File: config.mk
export PLATFORM = sky130hd
export DESIGN_NAME = sph_host_if
export DESIGN_NICKNAME = d
export VERILOG_FILES = /design/src/sph_pkg.sv /design/src/sph_fifo.sv /design/src/sph_host_if.sv /design/src/sph_timer.sv
export VERILOG_INCLUDE_DIRS = /design/src /design/src/src
export SDC_FILE = /design/constraint.sdc
export NUM_CORES = 1
export LEC_CHECK = 0
export CORE_ASPECT_RATIO = 0.9
export CORE_UTILIZATION = 50
export CTS_BUF_LIST = sky130_fd_sc_hd__clkbuf_4
export DETAILED_ROUTE_END_ITERATION = 7
export DONT_BUFFER_PORTS = 1
export PLACE_DENSITY = 0.77
export SLEW_MARGIN = 20
export SYNTH_ARGS = -nofsm -noshare
export SYNTH_HDL_FRONTEND = slang
export SYNTH_SLANG_ARGS = --single-unit
File: constraint.sdc
create_clock -name clock -period 3.6 [get_ports clock]
set_clock_uncertainty 0.2 [all_clocks]
set_input_delay 0.18 -clock clock [delete_from_list [all_inputs] [get_ports clock]]
set_output_delay 0.18 -clock clock [all_outputs]
set_load 0.02 [all_outputs]
File: src/sph_cfg.svh
// constants for the speech processor host interface: codes, positions, timing
// assumes a 100 MHz clock; bus bit index i is data line Di (D0 is the MSB)
`ifndef SPH_CFG_SVH
`define SPH_CFG_SVH

`define SPH_CLK_MHZ          100
`define SPH_ROM_BYTE_US      80
`define SPH_BITS_PER_BYTE    8
`define SPH_BRANCH_US        240
`define SPH_FRAME_MS         25
`define SPH_INTERP_PER_FRAME 8

`define SPH_FIFO_SLOTS       5'h10
`define SPH_FIFO_LOW_LIMIT   5'h08
`define SPH_TALK_START_FILL  5'h09

`define SPH_CMD_NOP_A        3'h0
`define SPH_CMD_READ_BYTE    3'h1
`define SPH_CMD_NOP_B        3'h2
`define SPH_CMD_BRANCH       3'h3
`define SPH_CMD_LOAD_ADDR    3'h4
`define SPH_CMD_SPEAK        3'h5
`define SPH_CMD_EXT_SPEECH   3'h6
`define SPH_CMD_RESET        3'h7

`define SPH_BIT_TALK         0
`define SPH_BIT_LOW          1
`define SPH_BIT_EMPTY        2
`define SPH_BIT_CMD_MSB      1
`define SPH_BIT_CMD_MID      2
`define SPH_BIT_CMD_LSB      3
`define SPH_BIT_ADDR_MSB     4
`define SPH_BIT_ADDR_LSB     7

`endif

File: src/sph_pkg.sv
// types shared by the speech processor host interface
// assumes sph_cfg.svh holds all numeric constants
`default_nettype none
package sph_pkg;
	typedef enum logic [3:0] {
		ST_IDLE, ST_LOAD, ST_DUMMY, ST_RDBIT, ST_BRANCH, ST_HOLDOFF,
		ST_RST_LOAD, ST_RST_DUMMY, ST_SYN_BIT
	} sph_state_t;

	typedef struct packed {
		logic       rom_ctrl_a;
		logic       rom_ctrl_b;
		logic [3:0] rom_nibble;
	} sph_rom_bus_t;
endpackage : sph_pkg
`default_nettype wire

File: src/sph_fifo.sv
// speech data fifo: sixteen byte slots, parallel in, serial out
// assumes a byte is held as bus lines D0..D7, so D7 (the lsb) leaves first
`default_nettype none
`include "sph_cfg.svh"
module sph_fifo (
	input  wire logic       clock,
	input  wire logic       rst_b,
	input  wire logic       purge,
	input  wire logic       wr_en,
	input  wire logic [7:0] wr_byte,
	input  wire logic       rd_en,
	output logic            rd_bit,
	output logic [4:0]      count,
	output logic            drained
);
	logic [7:0] slot_reg [16];
	logic [4:0] count_reg;
	logic [2:0] bit_idx_reg;
	logic       drained_reg;

	wire shift_byte = rd_en && count_reg != 5'h0 && bit_idx_reg == 3'h0;
	wire wr_ok      = wr_en && count_reg != `SPH_FIFO_SLOTS;
	// slot just above the newest byte, one lower when the oldest leaves
	wire [3:0] wr_idx = shift_byte ? 4'(count_reg - 5'h1) : count_reg[3:0];

	always_ff @(posedge clock) begin
		if (!rst_b || purge) begin
			count_reg   <= 5'h0;
			bit_idx_reg <= 3'h7;
			drained_reg <= 1'b0;
		end else begin
			drained_reg <= shift_byte && count_reg == 5'h1 && !wr_ok;
			if (rd_en && count_reg != 5'h0)
				bit_idx_reg <= bit_idx_reg - 3'h1;
			count_reg <= count_reg + {4'h0, wr_ok} - {4'h0, shift_byte};
		end
	end

	always_ff @(posedge clock) begin
		for (int i = 0; i < 15; i++) begin
			if (shift_byte)
				slot_reg[i] <= slot_reg[i+1];
		end
		if (wr_ok)
			slot_reg[wr_idx] <= wr_byte;
	end

	assign rd_bit  = slot_reg[0][bit_idx_reg];
	assign count   = count_reg;
	assign drained = drained_reg;
endmodule : sph_fifo
`default_nettype wire

File: src/sph_host_if.sv
// host interface and command interpreter of the speech processor
// assumes host selects are synchronous and never both low; a bit read
// from the speech rom is sampled at the end of each rom function time
`default_nettype none
`include "sph_cfg.svh"
module sph_host_if #(
	parameter int BRANCH_CYC = `SPH_BRANCH_US * `SPH_CLK_MHZ,
	parameter int INTERP_CYC = (`SPH_FRAME_MS * 1000 * `SPH_CLK_MHZ) / `SPH_INTERP_PER_FRAME
) (
	input  wire logic                clock,
	input  wire logic                rst_b,
	input  wire logic                read_select_n,
	input  wire logic                write_select_n,
	input  wire logic [7:0]          data_in,
	output logic [7:0]               data_out,
	output logic                     data_oe,
	output logic                     ready_n,
	output logic                     int_n,
	output var sph_pkg::sph_rom_bus_t rom_bus,
	input  wire logic                rom_data_in,
	input  wire logic                synth_bit_req,
	output logic                     synth_bit,
	output logic                     synth_bit_valid,
	input  wire logic                stop_code_seen,
	output logic                     frame_tick,
	output logic                     audio_on
);
	localparam int ROM_BIT_CYC = (`SPH_ROM_BYTE_US * `SPH_CLK_MHZ) / `SPH_BITS_PER_BYTE;

	sph_pkg::sph_state_t   state_reg;
	sph_pkg::sph_rom_bus_t rom_bus_reg;
	logic [7:0] command_latch_reg, rom_byte_holding_reg, data_out_reg;
	logic [2:0] bit_cnt_reg, ivl_cnt_reg;
	logic       taken_reg, ready_n_reg, data_oe_reg, int_n_reg;
	logic       cmd_new_reg, dummy_pend_reg, op_live_reg, syn_pend_reg;
	logic       talk_flag_reg, fifo_low_flag_reg, fifo_empty_flag_reg;
	logic       talk_d_reg, low_d_reg, empty_d_reg;
	logic       route_fifo_reg, route_data_reg, byte_ready_reg, ext_wait_reg;
	logic       rom_speak_reg, stop_pend_reg, audio_reg, frame_tick_reg;
	logic       synth_bit_reg, synth_valid_reg;
	logic       tmr_busy, tmr_done, ivl_busy, ivl_done, fifo_bit, fifo_drained;
	logic [4:0] fifo_count;

	// bus decode
	wire sel_r   = !read_select_n && write_select_n;
	wire sel_w   = !write_select_n && read_select_n;
	wire sel_any = sel_r || sel_w;
	wire cmd_busy = cmd_new_reg || state_reg != sph_pkg::ST_IDLE;
	wire rd_take = sel_r && !taken_reg && (!route_data_reg || byte_ready_reg);
	wire wr_take = sel_w && !taken_reg &&
		(route_fifo_reg ? fifo_count != `SPH_FIFO_SLOTS : !cmd_busy);
	wire fifo_wr  = wr_take && route_fifo_reg;
	wire cmd_wr   = wr_take && !route_fifo_reg;
	wire stat_rd  = rd_take && !route_data_reg;
	wire wr_wait  = sel_w && !taken_reg && !wr_take;
	wire [2:0] code_in = {data_in[`SPH_BIT_CMD_MSB], data_in[`SPH_BIT_CMD_MID],
		data_in[`SPH_BIT_CMD_LSB]};
	wire [2:0] cmd_code = {command_latch_reg[`SPH_BIT_CMD_MSB],
		command_latch_reg[`SPH_BIT_CMD_MID], command_latch_reg[`SPH_BIT_CMD_LSB]};
	wire [7:0] status_byte = {5'h0, fifo_empty_flag_reg, fifo_low_flag_reg,
		talk_flag_reg};

	// command dispatch
	wire exec_go     = cmd_new_reg && state_reg == sph_pkg::ST_IDLE;
	wire needs_dummy = dummy_pend_reg && (cmd_code == `SPH_CMD_READ_BYTE ||
		cmd_code == `SPH_CMD_SPEAK || cmd_code == `SPH_CMD_RESET);
	wire exec_now    = exec_go && !needs_dummy;
	wire is_read     = exec_now && cmd_code == `SPH_CMD_READ_BYTE;
	wire is_branch   = exec_now && cmd_code == `SPH_CMD_BRANCH;
	wire is_load     = exec_now && cmd_code == `SPH_CMD_LOAD_ADDR;
	wire is_speak    = exec_now && cmd_code == `SPH_CMD_SPEAK;
	wire is_ext      = exec_now && cmd_code == `SPH_CMD_EXT_SPEECH;
	wire is_reset    = exec_now && cmd_code == `SPH_CMD_RESET;
	wire fifo_purge  = is_ext || is_reset;

	// speech events
	wire fifo_mode = route_fifo_reg && talk_flag_reg && !ext_wait_reg;
	wire fifo_rd   = synth_bit_req && fifo_mode;
	wire ext_fill  = ext_wait_reg && fifo_count >= `SPH_TALK_START_FILL;
	wire ext_abort = fifo_drained && route_fifo_reg;
	wire stop_now  = frame_tick_reg && stop_pend_reg;

	// rom function of each state
	wire rom_state = state_reg != sph_pkg::ST_IDLE;
	wire tmr_start = rom_state && !op_live_reg && !tmr_busy;
	wire fn_a = state_reg == sph_pkg::ST_DUMMY || state_reg == sph_pkg::ST_RST_DUMMY ||
		state_reg == sph_pkg::ST_RDBIT || state_reg == sph_pkg::ST_SYN_BIT ||
		state_reg == sph_pkg::ST_BRANCH;
	wire fn_b = state_reg == sph_pkg::ST_LOAD || state_reg == sph_pkg::ST_RST_LOAD ||
		state_reg == sph_pkg::ST_BRANCH;
	wire [15:0] tmr_load = state_reg == sph_pkg::ST_HOLDOFF ? 16'(BRANCH_CYC) :
		16'(ROM_BIT_CYC);

	sph_timer #(.W(16)) u_rom_tmr (
		.clock    (clock),
		.rst_b    (rst_b),
		.start    (tmr_start),
		.load_val (tmr_load),
		.busy     (tmr_busy),
		.done     (tmr_done)
	);

	// free-running interpolation interval timer
	sph_timer #(.W(20)) u_ivl_tmr (
		.clock    (clock),
		.rst_b    (rst_b),
		.start    (!ivl_busy && !ivl_done),
		.load_val (20'(INTERP_CYC - 2)),
		.busy     (ivl_busy),
		.done     (ivl_done)
	);

	sph_fifo u_fifo (
		.clock   (clock),
		.rst_b   (rst_b),
		.purge   (fifo_purge),
		.wr_en   (fifo_wr),
		.wr_byte (data_in),
		.rd_en   (fifo_rd),
		.rd_bit  (fifo_bit),
		.count   (fifo_count),
		.drained (fifo_drained)
	);

	// host bus handshake
	always_ff @(posedge clock) begin
		if (!rst_b) begin
			taken_reg    <= 1'b0;
			ready_n_reg  <= 1'b0;
			data_oe_reg  <= 1'b0;
			data_out_reg <= 8'h00;
		end else begin
			taken_reg   <= sel_any && (taken_reg || rd_take || wr_take);
			data_oe_reg <= sel_r;
			if (rd_take || wr_take)
				ready_n_reg <= 1'b0;
			else if (sel_any && !taken_reg)
				ready_n_reg <= 1'b1;
			if (rd_take)
				data_out_reg <= route_data_reg ? rom_byte_holding_reg : status_byte;
		end
	end

	always_ff @(posedge clock) begin
		if (cmd_wr)
			command_latch_reg <= data_in;
	end

	// command and rom sequencer; block reset runs the rom init sequence too
	always_ff @(posedge clock) begin
		if (!rst_b) begin
			state_reg      <= sph_pkg::ST_RST_LOAD;
			op_live_reg    <= 1'b0;
			bit_cnt_reg    <= 3'h0;
			cmd_new_reg    <= 1'b0;
			dummy_pend_reg <= 1'b0;
			rom_bus_reg    <= '0;
			syn_pend_reg   <= 1'b0;
		end else begin
			if (cmd_wr)
				cmd_new_reg <= 1'b1;
			else if (exec_now)
				cmd_new_reg <= 1'b0;
			if (tmr_start)
				op_live_reg <= 1'b1;
			else if (tmr_done)
				op_live_reg <= 1'b0;
			if (tmr_start) begin
				rom_bus_reg.rom_ctrl_a <= fn_a;
				rom_bus_reg.rom_ctrl_b <= fn_b;
			end else if (tmr_done) begin
				rom_bus_reg.rom_ctrl_a <= 1'b0;
				rom_bus_reg.rom_ctrl_b <= 1'b0;
			end
			if (is_load)
				rom_bus_reg.rom_nibble <= {command_latch_reg[`SPH_BIT_ADDR_MSB],
					command_latch_reg[5], command_latch_reg[6],
					command_latch_reg[`SPH_BIT_ADDR_LSB]};
			if (synth_bit_req && rom_speak_reg)
				syn_pend_reg <= 1'b1;
			else if (state_reg == sph_pkg::ST_SYN_BIT || is_reset)
				syn_pend_reg <= 1'b0;
			case (state_reg)
			sph_pkg::ST_IDLE: begin
				if (exec_go && needs_dummy) begin
					state_reg      <= sph_pkg::ST_DUMMY;
					dummy_pend_reg <= 1'b0;
				end else if (is_read) begin
					state_reg   <= sph_pkg::ST_RDBIT;
					bit_cnt_reg <= 3'h0;
				end else if (is_branch)
					state_reg <= sph_pkg::ST_BRANCH;
				else if (is_load)
					state_reg <= sph_pkg::ST_LOAD;
				else if (is_reset)
					state_reg <= sph_pkg::ST_RST_LOAD;
				else if (syn_pend_reg && rom_speak_reg && !cmd_new_reg)
					state_reg <= sph_pkg::ST_SYN_BIT;
			end
			sph_pkg::ST_LOAD: begin
				if (tmr_done) begin
					state_reg      <= sph_pkg::ST_IDLE;
					dummy_pend_reg <= 1'b1;
				end
			end
			sph_pkg::ST_RDBIT: begin
				if (tmr_done) begin
					bit_cnt_reg <= bit_cnt_reg + 3'h1;
					if (bit_cnt_reg == 3'h7)
						state_reg <= sph_pkg::ST_IDLE;
				end
			end
			sph_pkg::ST_BRANCH: begin
				if (tmr_done)
					state_reg <= sph_pkg::ST_HOLDOFF;
			end
			sph_pkg::ST_RST_LOAD: begin
				if (tmr_done)
					state_reg <= sph_pkg::ST_RST_DUMMY;
			end
			sph_pkg::ST_RST_DUMMY: begin
				if (tmr_done) begin
					state_reg      <= sph_pkg::ST_IDLE;
					dummy_pend_reg <= 1'b0;
				end
			end
			default: begin
				if (tmr_done)
					state_reg <= sph_pkg::ST_IDLE;
			end
			endcase
		end
	end

	// rom byte assembly: first bit ends in D0, last in D7
	always_ff @(posedge clock) begin
		if (!rst_b) begin
			rom_byte_holding_reg <= 8'h00;
			byte_ready_reg       <= 1'b0;
		end else begin
			if (state_reg == sph_pkg::ST_RDBIT && tmr_done)
				rom_byte_holding_reg <= {rom_data_in, rom_byte_holding_reg[7:1]};
			if (cmd_wr)
				byte_ready_reg <= 1'b0;
			else if (state_reg == sph_pkg::ST_RDBIT && tmr_done && bit_cnt_reg == 3'h7)
				byte_ready_reg <= 1'b1;
		end
	end

	// serial bit feed to the synthesizer
	always_ff @(posedge clock) begin
		if (!rst_b) begin
			synth_bit_reg   <= 1'b0;
			synth_valid_reg <= 1'b0;
		end else begin
			synth_valid_reg <= fifo_rd || (state_reg == sph_pkg::ST_SYN_BIT && tmr_done);
			if (fifo_rd)
				synth_bit_reg <= fifo_bit;
			else if (state_reg == sph_pkg::ST_SYN_BIT && tmr_done)
				synth_bit_reg <= rom_data_in;
		end
	end

	// frame boundaries: eight intervals make one frame
	always_ff @(posedge clock) begin
		if (!rst_b) begin
			ivl_cnt_reg    <= 3'h0;
			frame_tick_reg <= 1'b0;
		end else begin
			if (ivl_done)
				ivl_cnt_reg <= ivl_cnt_reg + 3'h1;
			frame_tick_reg <= ivl_done && ivl_cnt_reg == 3'h7;
		end
	end

	// talk, routing and speech flags; a clear hides a same-cycle set only for talk and audio
	always_ff @(posedge clock) begin
		if (!rst_b) begin
			talk_flag_reg  <= 1'b0;
			audio_reg      <= 1'b0;
			stop_pend_reg  <= 1'b0;
			route_fifo_reg <= 1'b0;
			ext_wait_reg   <= 1'b0;
			rom_speak_reg  <= 1'b0;
			route_data_reg <= 1'b0;
		end else begin
			if (is_reset || ext_abort || stop_now)
				talk_flag_reg <= 1'b0;
			else if (is_speak || ext_fill)
				talk_flag_reg <= 1'b1;
			if (is_reset || ext_abort)
				audio_reg <= 1'b0;
			else if (frame_tick_reg)
				audio_reg <= talk_flag_reg && !stop_pend_reg;
			if (stop_code_seen && talk_flag_reg)
				stop_pend_reg <= 1'b1;
			else if (frame_tick_reg || is_reset || ext_abort)
				stop_pend_reg <= 1'b0;
			if (is_ext)
				route_fifo_reg <= 1'b1;
			else if (ext_abort || stop_now)
				route_fifo_reg <= 1'b0;
			if (is_ext)
				ext_wait_reg <= 1'b1;
			else if (ext_fill || ext_abort)
				ext_wait_reg <= 1'b0;
			if (is_speak)
				rom_speak_reg <= 1'b1;
			else if (is_reset || stop_now)
				rom_speak_reg <= 1'b0;
			if (cmd_wr)
				route_data_reg <= code_in == `SPH_CMD_READ_BYTE;
			else if (rd_take)
				route_data_reg <= 1'b0;
		end
	end

	// fifo status and interrupt line
	always_ff @(posedge clock) begin
		if (!rst_b) begin
			fifo_low_flag_reg   <= 1'b1;
			fifo_empty_flag_reg <= 1'b1;
			talk_d_reg          <= 1'b0;
			low_d_reg           <= 1'b1;
			empty_d_reg         <= 1'b1;
			int_n_reg           <= 1'b1;
		end else begin
			fifo_low_flag_reg <= fifo_count <= `SPH_FIFO_LOW_LIMIT || fifo_purge;
			if (fifo_purge || fifo_drained)
				fifo_empty_flag_reg <= 1'b1;
			else if (fifo_wr)
				fifo_empty_flag_reg <= 1'b0;
			talk_d_reg  <= talk_flag_reg;
			low_d_reg   <= fifo_low_flag_reg;
			empty_d_reg <= fifo_empty_flag_reg;
			if ((talk_d_reg && !talk_flag_reg) || (!low_d_reg && fifo_low_flag_reg) ||
				(!empty_d_reg && fifo_empty_flag_reg))
				int_n_reg <= 1'b0;
			else if (stat_rd || is_reset)
				int_n_reg <= 1'b1;
		end
	end

	assign data_out        = data_out_reg;
	assign data_oe         = data_oe_reg;
	assign ready_n         = ready_n_reg;
	assign int_n           = int_n_reg;
	assign rom_bus         = rom_bus_reg;
	assign synth_bit       = synth_bit_reg;
	assign synth_bit_valid = synth_valid_reg;
	assign frame_tick      = frame_tick_reg;
	assign audio_on        = audio_reg;
endmodule : sph_host_if
`default_nettype wire

File: src/sph_timer.sv
// one-shot down counter: start loads a count, done pulses when it runs out
// assumes start is only raised while not busy and load_val is at least one
`default_nettype none
module sph_timer #(
	parameter int W = 16
) (
	input  wire logic         clock,
	input  wire logic         rst_b,
	input  wire logic         start,
	input  wire logic [W-1:0] load_val,
	output logic              busy,
	output logic              done
);
	logic [W-1:0] cnt_reg;
	logic         busy_reg;
	logic         done_reg;

	always_ff @(posedge clock) begin
		if (!rst_b) begin
			cnt_reg  <= '0;
			busy_reg <= 1'b0;
			done_reg <= 1'b0;
		end else begin
			done_reg <= busy_reg && cnt_reg == W'(1);
			if (start) begin
				cnt_reg  <= load_val;
				busy_reg <= 1'b1;
			end else if (busy_reg) begin
				cnt_reg  <= cnt_reg - W'(1);
				busy_reg <= cnt_reg != W'(1);
			end
		end
	end

	assign busy = busy_reg;
	assign done = done_reg;
endmodule : sph_timer
`default_nettype wire

==> reports/results.ini, run 1 <==
[sta]
relSlewSlack_pct=32.8
setup_viol=0
hold_ws_ns=0.0637
max_freq_mhz=295
timing.final.ws_setup_ns=0.205
finalSetupTns_ns=0
maxSlewViolCount=0
fin_crit_ns=3.39
hold_viol=0
tightest_slew_ns=1.00
finalCritPeriodShare_pct=94.3
rsz0062_at_grt=no

[floorplan]
start_util_pct=50.8
die_y_um=143
die_x_um=158
io_pins=36
rows=51
core-area_um2=21600
die_area_um2=22600

[synth]
synth-async-reset-ratio_pct=0
synth.area.top_cells=edfxtp_1 37%, dfxtp_1 19%, mux2_2 12%
synthDistinctLibCells=69
syn_area_um2=11000
yosys.area.top_type=edfxtp_1
synth_seq_cells=240
synth_seq_area_share_pct=56.0
synth_ff_type=edfxtp_1
synth_edf_count=135
synth_top_area_share_pct=36.9
syn_nets=935
avgSynthCellArea_um2=12.3
synthCells=893
synth_warnings=0

[clock_tree]
htree_levels=2
cts_sinks=240
cts-buffers-inserted=60
root_buffer=clkbuf_4
cts.path.max_buffers=3
path_clk_slew_ns=0.07
clk_latency_ns=0.70
cts_resized=0
cts_tree=yes

[setup_path]
cp-start-kind=flip-flop
path_delay_family=simple AND/OR/NAND/NOR gates
cp_slowest_cell=nor3_4
regToRegSetupSlack_ns=0.21
arrival_ns=3.62
cp_max_fo=9
critPathBufInv=3
r2r_cells=10
r2r-start=u_fifo.count[3]
cpMostUsedCell=ha_1
cp_cell_sequence=inv_1 > ha_1 > nand3b_1 > nand3_1 > inv_2 > ha_1 > nand2_1 > buf_12 > nor3_4 > mux2_2
worst-path-stages=10
cpPeakStageDelay_ns=0.41
critPathKind=reg2reg
crit_required_ns=3.83
r2r_end=u_fifo.slot_reg[14][7]
end_kind=flip-flop

[layout]
multi_input_area_um2=4550
register_area_um2=6160
largest_reg_flops=128
layout_commonest_cell=edfxtp_1
areaGrowthSynthToFinish_pct=11.9
drive_gt1_share_pct=28.4
fillers=1788
layout_common_cells=135 x edfxtp_1, 121 x mux2_2, 105 x dfxtp_1, 93 x clkbuf_4, 71 x nor2_1
fin_nets=992

[outcome]
status=complete, no violations

[placed_design]
portBuffers=0
gp_congestion=0.875
pre_cts_slack_ns=0.203
dp_hpwl_um=13700

[routing]
wl_met2_um=9840
dr_wl_met3_um=1210
dr.pass1.iters=5
top_layer=met5
wirelength_um=21400
drc=0
drtIter0Drc=466
antenna_left=0
viasPerCell=5.50
wl_met1_um=9950
wl_per_cell_um=16.6
route.vias.total=7078

[global_route]
grt_pass1_wl_um=33900
grt_max_degree=35
antenna_found_initial=2
grt_use_total_pct=19.2
grt_overflow=0
grt_pass1_vias=6911

[pwr]
leakage_nw=4.39
powerDensity_nw_per_um2=451
total_power_mw=5.55
peakVddDrop_mv=0.326

[worst_hold_path]
hp-class=in2reg
min_delay_worst_endpoint=rom_byte_holding_reg[7]
hp-start=rom_data_in
holdPathStages=3

[run]
drv_cap=0

cell type report:
class	count	share of cell area [%]
Antenna cell	1	0.0203
Clock buffer	93	5.67
Clock inverter	13	0.651
Inverter	36	1.10
Multi-Input combinational cell	579	37.0
Sequential cell	240	50.0
Tap cell	291	2.96
Timing Repair Buffer	33	2.56
timing repair:
action | CTS | global route
hold endpoints to repair | 223 | 0
buffers inserted | 0 | 5
setup endpoints to repair | 0 | 80
hold buffers | 18 | 0
cell families (layout without fill, tap and decap cells):
kind of cell	Yosys count	after routing	synth area share, %
simple gates	267	267	13.9
other cells	0	1	0
compound gates	111	111	6.79
mux	147	147	15.0
flops	240	240	56.0
buf+inv	74	175	2.66
fa+ha+maj	27	27	3.14
xor+xnor	27	27	2.49
where the power goes:
part           internal (mW)  leakage, nW  switching (mW)
Clock                   1.24        0.464            1.08
Combinational          0.105         1.86           0.173
Sequential              2.91         2.07          0.0515
per-stage QoR:
step | utilization [%] | instance area [um2] | instances
6_report | 56.9 | 12300 | 1286
4_1_cts | 56.7 | 12300 | 1280
3_3_place_gp | 52.2 | 11300 | 1156
2_1_floorplan | - | 11000 | 893
3_5_place_dp | 52.2 | 11300 | 1156
5_1_grt | 56.9 | 12300 | 1286
worst max-delay path by stage:
stage | startpoint | endpoint | slack, ns
floorplan | u_fifo.count[2] | u_fifo.slot_reg[15][0] | 0.1
global placement | u_fifo.count[3] | u_fifo.slot_reg[9][5] | 0.33
detailed placement | u_fifo.count[3] | u_fifo.slot_reg[9][4] | 0.20
CTS | u_fifo.count[3] | u_fifo.slot_reg[9][4] | 0.17
global route | u_fifo.count[3] | u_fifo.slot_reg[14][1] | 0.001
finish | u_fifo.count[3] | u_fifo.slot_reg[14][7] | 0.21
worst reg2reg max path, delay by kind of cell (launching register included):
family / cells / cell delay [ns]
mux: 1 / 0.40
simple gates: 4 / 1.09
fa+ha+maj: 2 / 0.54
buf+inv: 3 / 0.52
flops: 1 / 0.39
Yosys cell counts, types with 4 or more instances:
master       n
nand4_1      5
clkbuf_1    25
nand3b_1     4
nor3_4      11
buf_1        7
xnor2_1     20
o2bb2ai_1    4
or3_1        8
edfxtp_1   135
xor2_1       5
nor4_1       9
o211ai_1     4
nand2_1     42
o21ai_0     23
ha_1        26
inv_1       34
nand3_1     19
or2_2       14
nor2_1      71
mux2_2     121
a21oi_1     35
a31oi_1      9
a211oi_1     8
nor2b_1      6
dfxtp_1    105
or4_1        5
nor3_1      28
and2_1       4
mux2i_1     22
nand2b_1    12
nor3b_1      5
and3_1       7
layer usage:
layer | vias to the layer above | track usage (%)
met2 | 193 | 30.6
met4 | 2 | 6.83
met3 | 41 | 4.55
met5 | - | 0
li1 | 3428 | -
met1 | 3414 | 25.5
Power figures use the tool's default switching activity.
==> inputs of run 2 (changes only) <==
--- a/config.mk
+++ b/config.mk
@@ -6,12 +6,15 @@
 export SDC_FILE = /design/constraint.sdc
 export NUM_CORES = 1
 export LEC_CHECK = 0
+export ABC_AREA = 1
+export CELL_PAD_IN_SITES_DETAIL_PLACEMENT = 0
+export CELL_PAD_IN_SITES_GLOBAL_PLACEMENT = 1
 export CORE_ASPECT_RATIO = 0.9
-export CORE_UTILIZATION = 50
+export CORE_UTILIZATION = 46
 export CTS_BUF_LIST = sky130_fd_sc_hd__clkbuf_4
 export DETAILED_ROUTE_END_ITERATION = 7
 export DONT_BUFFER_PORTS = 1
-export PLACE_DENSITY = 0.77
+export PLACE_DENSITY = 0.87
 export SLEW_MARGIN = 20
 export SYNTH_ARGS = -nofsm -noshare
 export SYNTH_HDL_FRONTEND = slang
==> run 2 against run 1 <==
Combinational power rose by 8.2%. Clock power rose by 8%. First-iteration DRC count grew 32%. Die area up 11%. Sequential share of layout area decreased by 1.3 points. Global-route usage is 1.3 points higher. Cell area is 2.6% higher. Cell count grew 34%. Critical endpoint is now u_fifo.slot_reg[11][4].
==> reports/results.ini, run 2 <==
[clock_tree]
cts_tree=yes
cts_sinks=240  ; unchanged
cts.path.max_buffers=3  ; unchanged
htree_levels=3  ; +1
path_clk_slew_ns=0.06  ; about the same
clk_latency_ns=0.66  ; -0.04 ns
cts-buffers-inserted=66  ; +10%
root_buffer=clkbuf_4

[placed_design]
gp_congestion=0.844  ; -3.6%
dp_hpwl_um=16600  ; +21%
portBuffers=0  ; unchanged
numPlacedInstances=1587  ; +37%
pre_cts_slack_ns=0.338  ; +0.134 ns

[floorplan]
die_area_um2=25100  ; +11%
start_util_pct=47.5  ; -3.4 points
io_pins=36  ; unchanged
die_x_um=167  ; +5.3%
core-area_um2=23700  ; +9.4%
die_y_um=150  ; +5.3%
rows=53  ; +3.9%

[worst_hold_path]
hp-class=in2reg

[layout]
areaGrowthSynthToFinish_pct=12.4
layout_commonest_cell=nand2_1
finalNonFillerCells=1723  ; +34%
fin_nets=1414  ; +43%
layout_common_cells=431 x nand2_1, 135 x edfxtp_1, 115 x nand3_1, 111 x nor2_1, 105 x dfxtp_1
drive_gt1_share_pct=11.3  ; -17 points
largest_reg_flops=128  ; unchanged

[sta]
fin_crit_ns=3.22  ; -0.179 ns
setup_viol=0  ; unchanged
max_freq_mhz=311  ; +5.6%
tightest_slew_ns=0.999  ; -0.00507 ns
hold_viol=0  ; unchanged
relSlewSlack_pct=33.2  ; +0.34 points
finalCritPeriodShare_pct=89.3  ; -5.0 points
timing.final.ws_setup_ns=0.384  ; +0.179 ns
finalSetupTns_ns=0  ; unchanged
rsz0062_at_grt=no
maxSlewViolCount=0  ; unchanged

[synth]
synth_seq_cells=240  ; unchanged
synthDistinctLibCells=48  ; -30%
synth_most_common_cell=nand2_1
avgSynthCellArea_um2=8.60  ; -30%
synthCells=1307  ; +46%
synth_seq_area_share_pct=54.8  ; -1.2 points
yosys.area.top_type=edfxtp_1
synth_edf_count=135  ; unchanged
syn_nets=1349  ; +44%
synth-async-reset-ratio_pct=0  ; unchanged
synth.area.top_cells=edfxtp_1 36%, dfxtp_1 19%, nand2_1 14%
syn_area_um2=11200  ; +2.2%
synth_top_area_share_pct=36.1  ; -0.78 points
ys_top_cells_by_count=431 x nand2_1, 135 x edfxtp_1, 115 x nand3_1
synth_warnings=0  ; unchanged
synth_ff_type=edfxtp_1

[routing]
dr.pass1.iters=5  ; unchanged
route.vias.total=8856  ; +25%
wl_per_cell_um=14.3  ; -14%
antenna_left=0  ; unchanged
viasPerCell=5.14  ; -6.6%
drtIter0Drc=616  ; +32%
drc=0  ; unchanged
wirelength_um=24600  ; +15%

[global_route]
grt_overflow=0  ; unchanged
grt_pass1_wl_um=41000  ; +21%
grt_pass1_vias=8319  ; +20%
antenna_found_initial=1  ; -1
grt_max_degree=44  ; +26%
grt_use_total_pct=20.5  ; +1.3 points

[setup_path]
end_kind=flip-flop
critPathKind=reg2reg
crit_required_ns=3.73  ; -0.10 ns
cp_max_fo=23  ; +14
cp-start-kind=flip-flop
arrival_ns=3.34  ; -0.28 ns

[pwr]
powerDensity_nw_per_um2=456  ; +1.0%
peakVddDrop_mv=0.251  ; -23%
total_power_mw=5.76  ; +3.7%
leakage_nw=5.32  ; +21%

[run]
drv_cap=0  ; unchanged

[outcome]
status=complete, no violations

==> run 2: changes by cell type in the layout (fill, tap and decap cells not counted), moves of 8 or more <==
cell,before,now
clkinv_1,10,20
nor3_1,28,10
mux2_2,121,0
nand3_1,19,115
or3_1,8,0
xnor2_1,20,3
nand2_1,42,431
a21oi_1,35,49
nor3_4,11,1
nand2b_1,12,0
inv_1,34,91
o21ai_0,23,86
mux2i_1,22,0
nor2_1,71,111
==> run 2: worst paths after layout <==
kind                               from                     end  slack, ns  cells after the start
hold / removal           stop_code_seen           stop_pend_reg       0.09                      3
setup reg to reg        u_fifo.count[1]  u_fifo.slot_reg[11][4]       0.38                     11
setup / recovery        u_fifo.count[1]  u_fifo.slot_reg[11][4]       0.38                     11
hold reg to reg   u_rom_tmr.cnt_reg[15]   u_rom_tmr.cnt_reg[15]       0.27                      2
==> run 2: worst max-delay path, stage by stage, from the launching register on <==
cell and delay [ns]:
dfxtp_1 0.35, inv_1 0.20, ha_1 0.24, nand3_1 0.22, nand3_2 0.16, buf_4 0.28
nand2_2 0.10, nand2_4 0.12, clkinv_2 0.18, nor2_8 0.32, nand2_2 0.19, nand2_1 0.31
==> run 2: kinds of logic (layout without fill, tap and decap cells) <==
kind of cell	count (synthesis)	count (layout)	synth area share, %
compound gates	168	168	8.12
fa+ha+maj	27	27	3.07
simple gates	725	725	28.3
other cells	0	2	0
buf+inv	138	250	4.99
xor+xnor	9	9	0.702
flops	240	240	54.8
==> run 2: through the flow <==
step / hold slack [ns] / area (um2) / util, %
final: 0.0872 / 12600 / 53.3
after global routing: 0.0471 / 12600 / 53.3
after CTS: 0.0148 / 12600 / 53.3
after detailed placement: 0.0590 / 11600 / 48.8
after global placement: 0.0569 / 11600 / 48.8
after floorplan: 0.0789 / 11200 / -
==> run 2: final cells by class <==
type | instances | area (um2)
Sequential cell | 240 | 6160
Multi-Input combinational cell | 929 | 4520
Clock buffer | 92 | 691
Fill cell | 2159 | 11000
Timing Repair Buffer | 38 | 343
Clock inverter | 23 | 165
Antenna cell | 2 | 5.00
Inverter | 97 | 367
Tap cell | 302 | 378
==> run 2: repair_timing <==
item	in CTS	in global routing
resized for setup	0	1
endpoints found under the setup margin	0	8
hold buffers	19	0
buffers inserted	0	0
endpoints found under the hold margin	239	0
==> run 2: power by group <==
part / leakage (nW) / internal, mW / switching, mW
clock: 0.502 / 1.39 / 1.11
sequential: 2.07 / 2.91 / 0.0424
combinational: 2.75 / 0.0954 / 0.207
==> run 2: layer usage <==
layer	global-route usage (%)	wire length, um
met4	7.59	414
met3	4.78	1430
met1	28.5	12200
met5	0	0
met2	31.1	10600
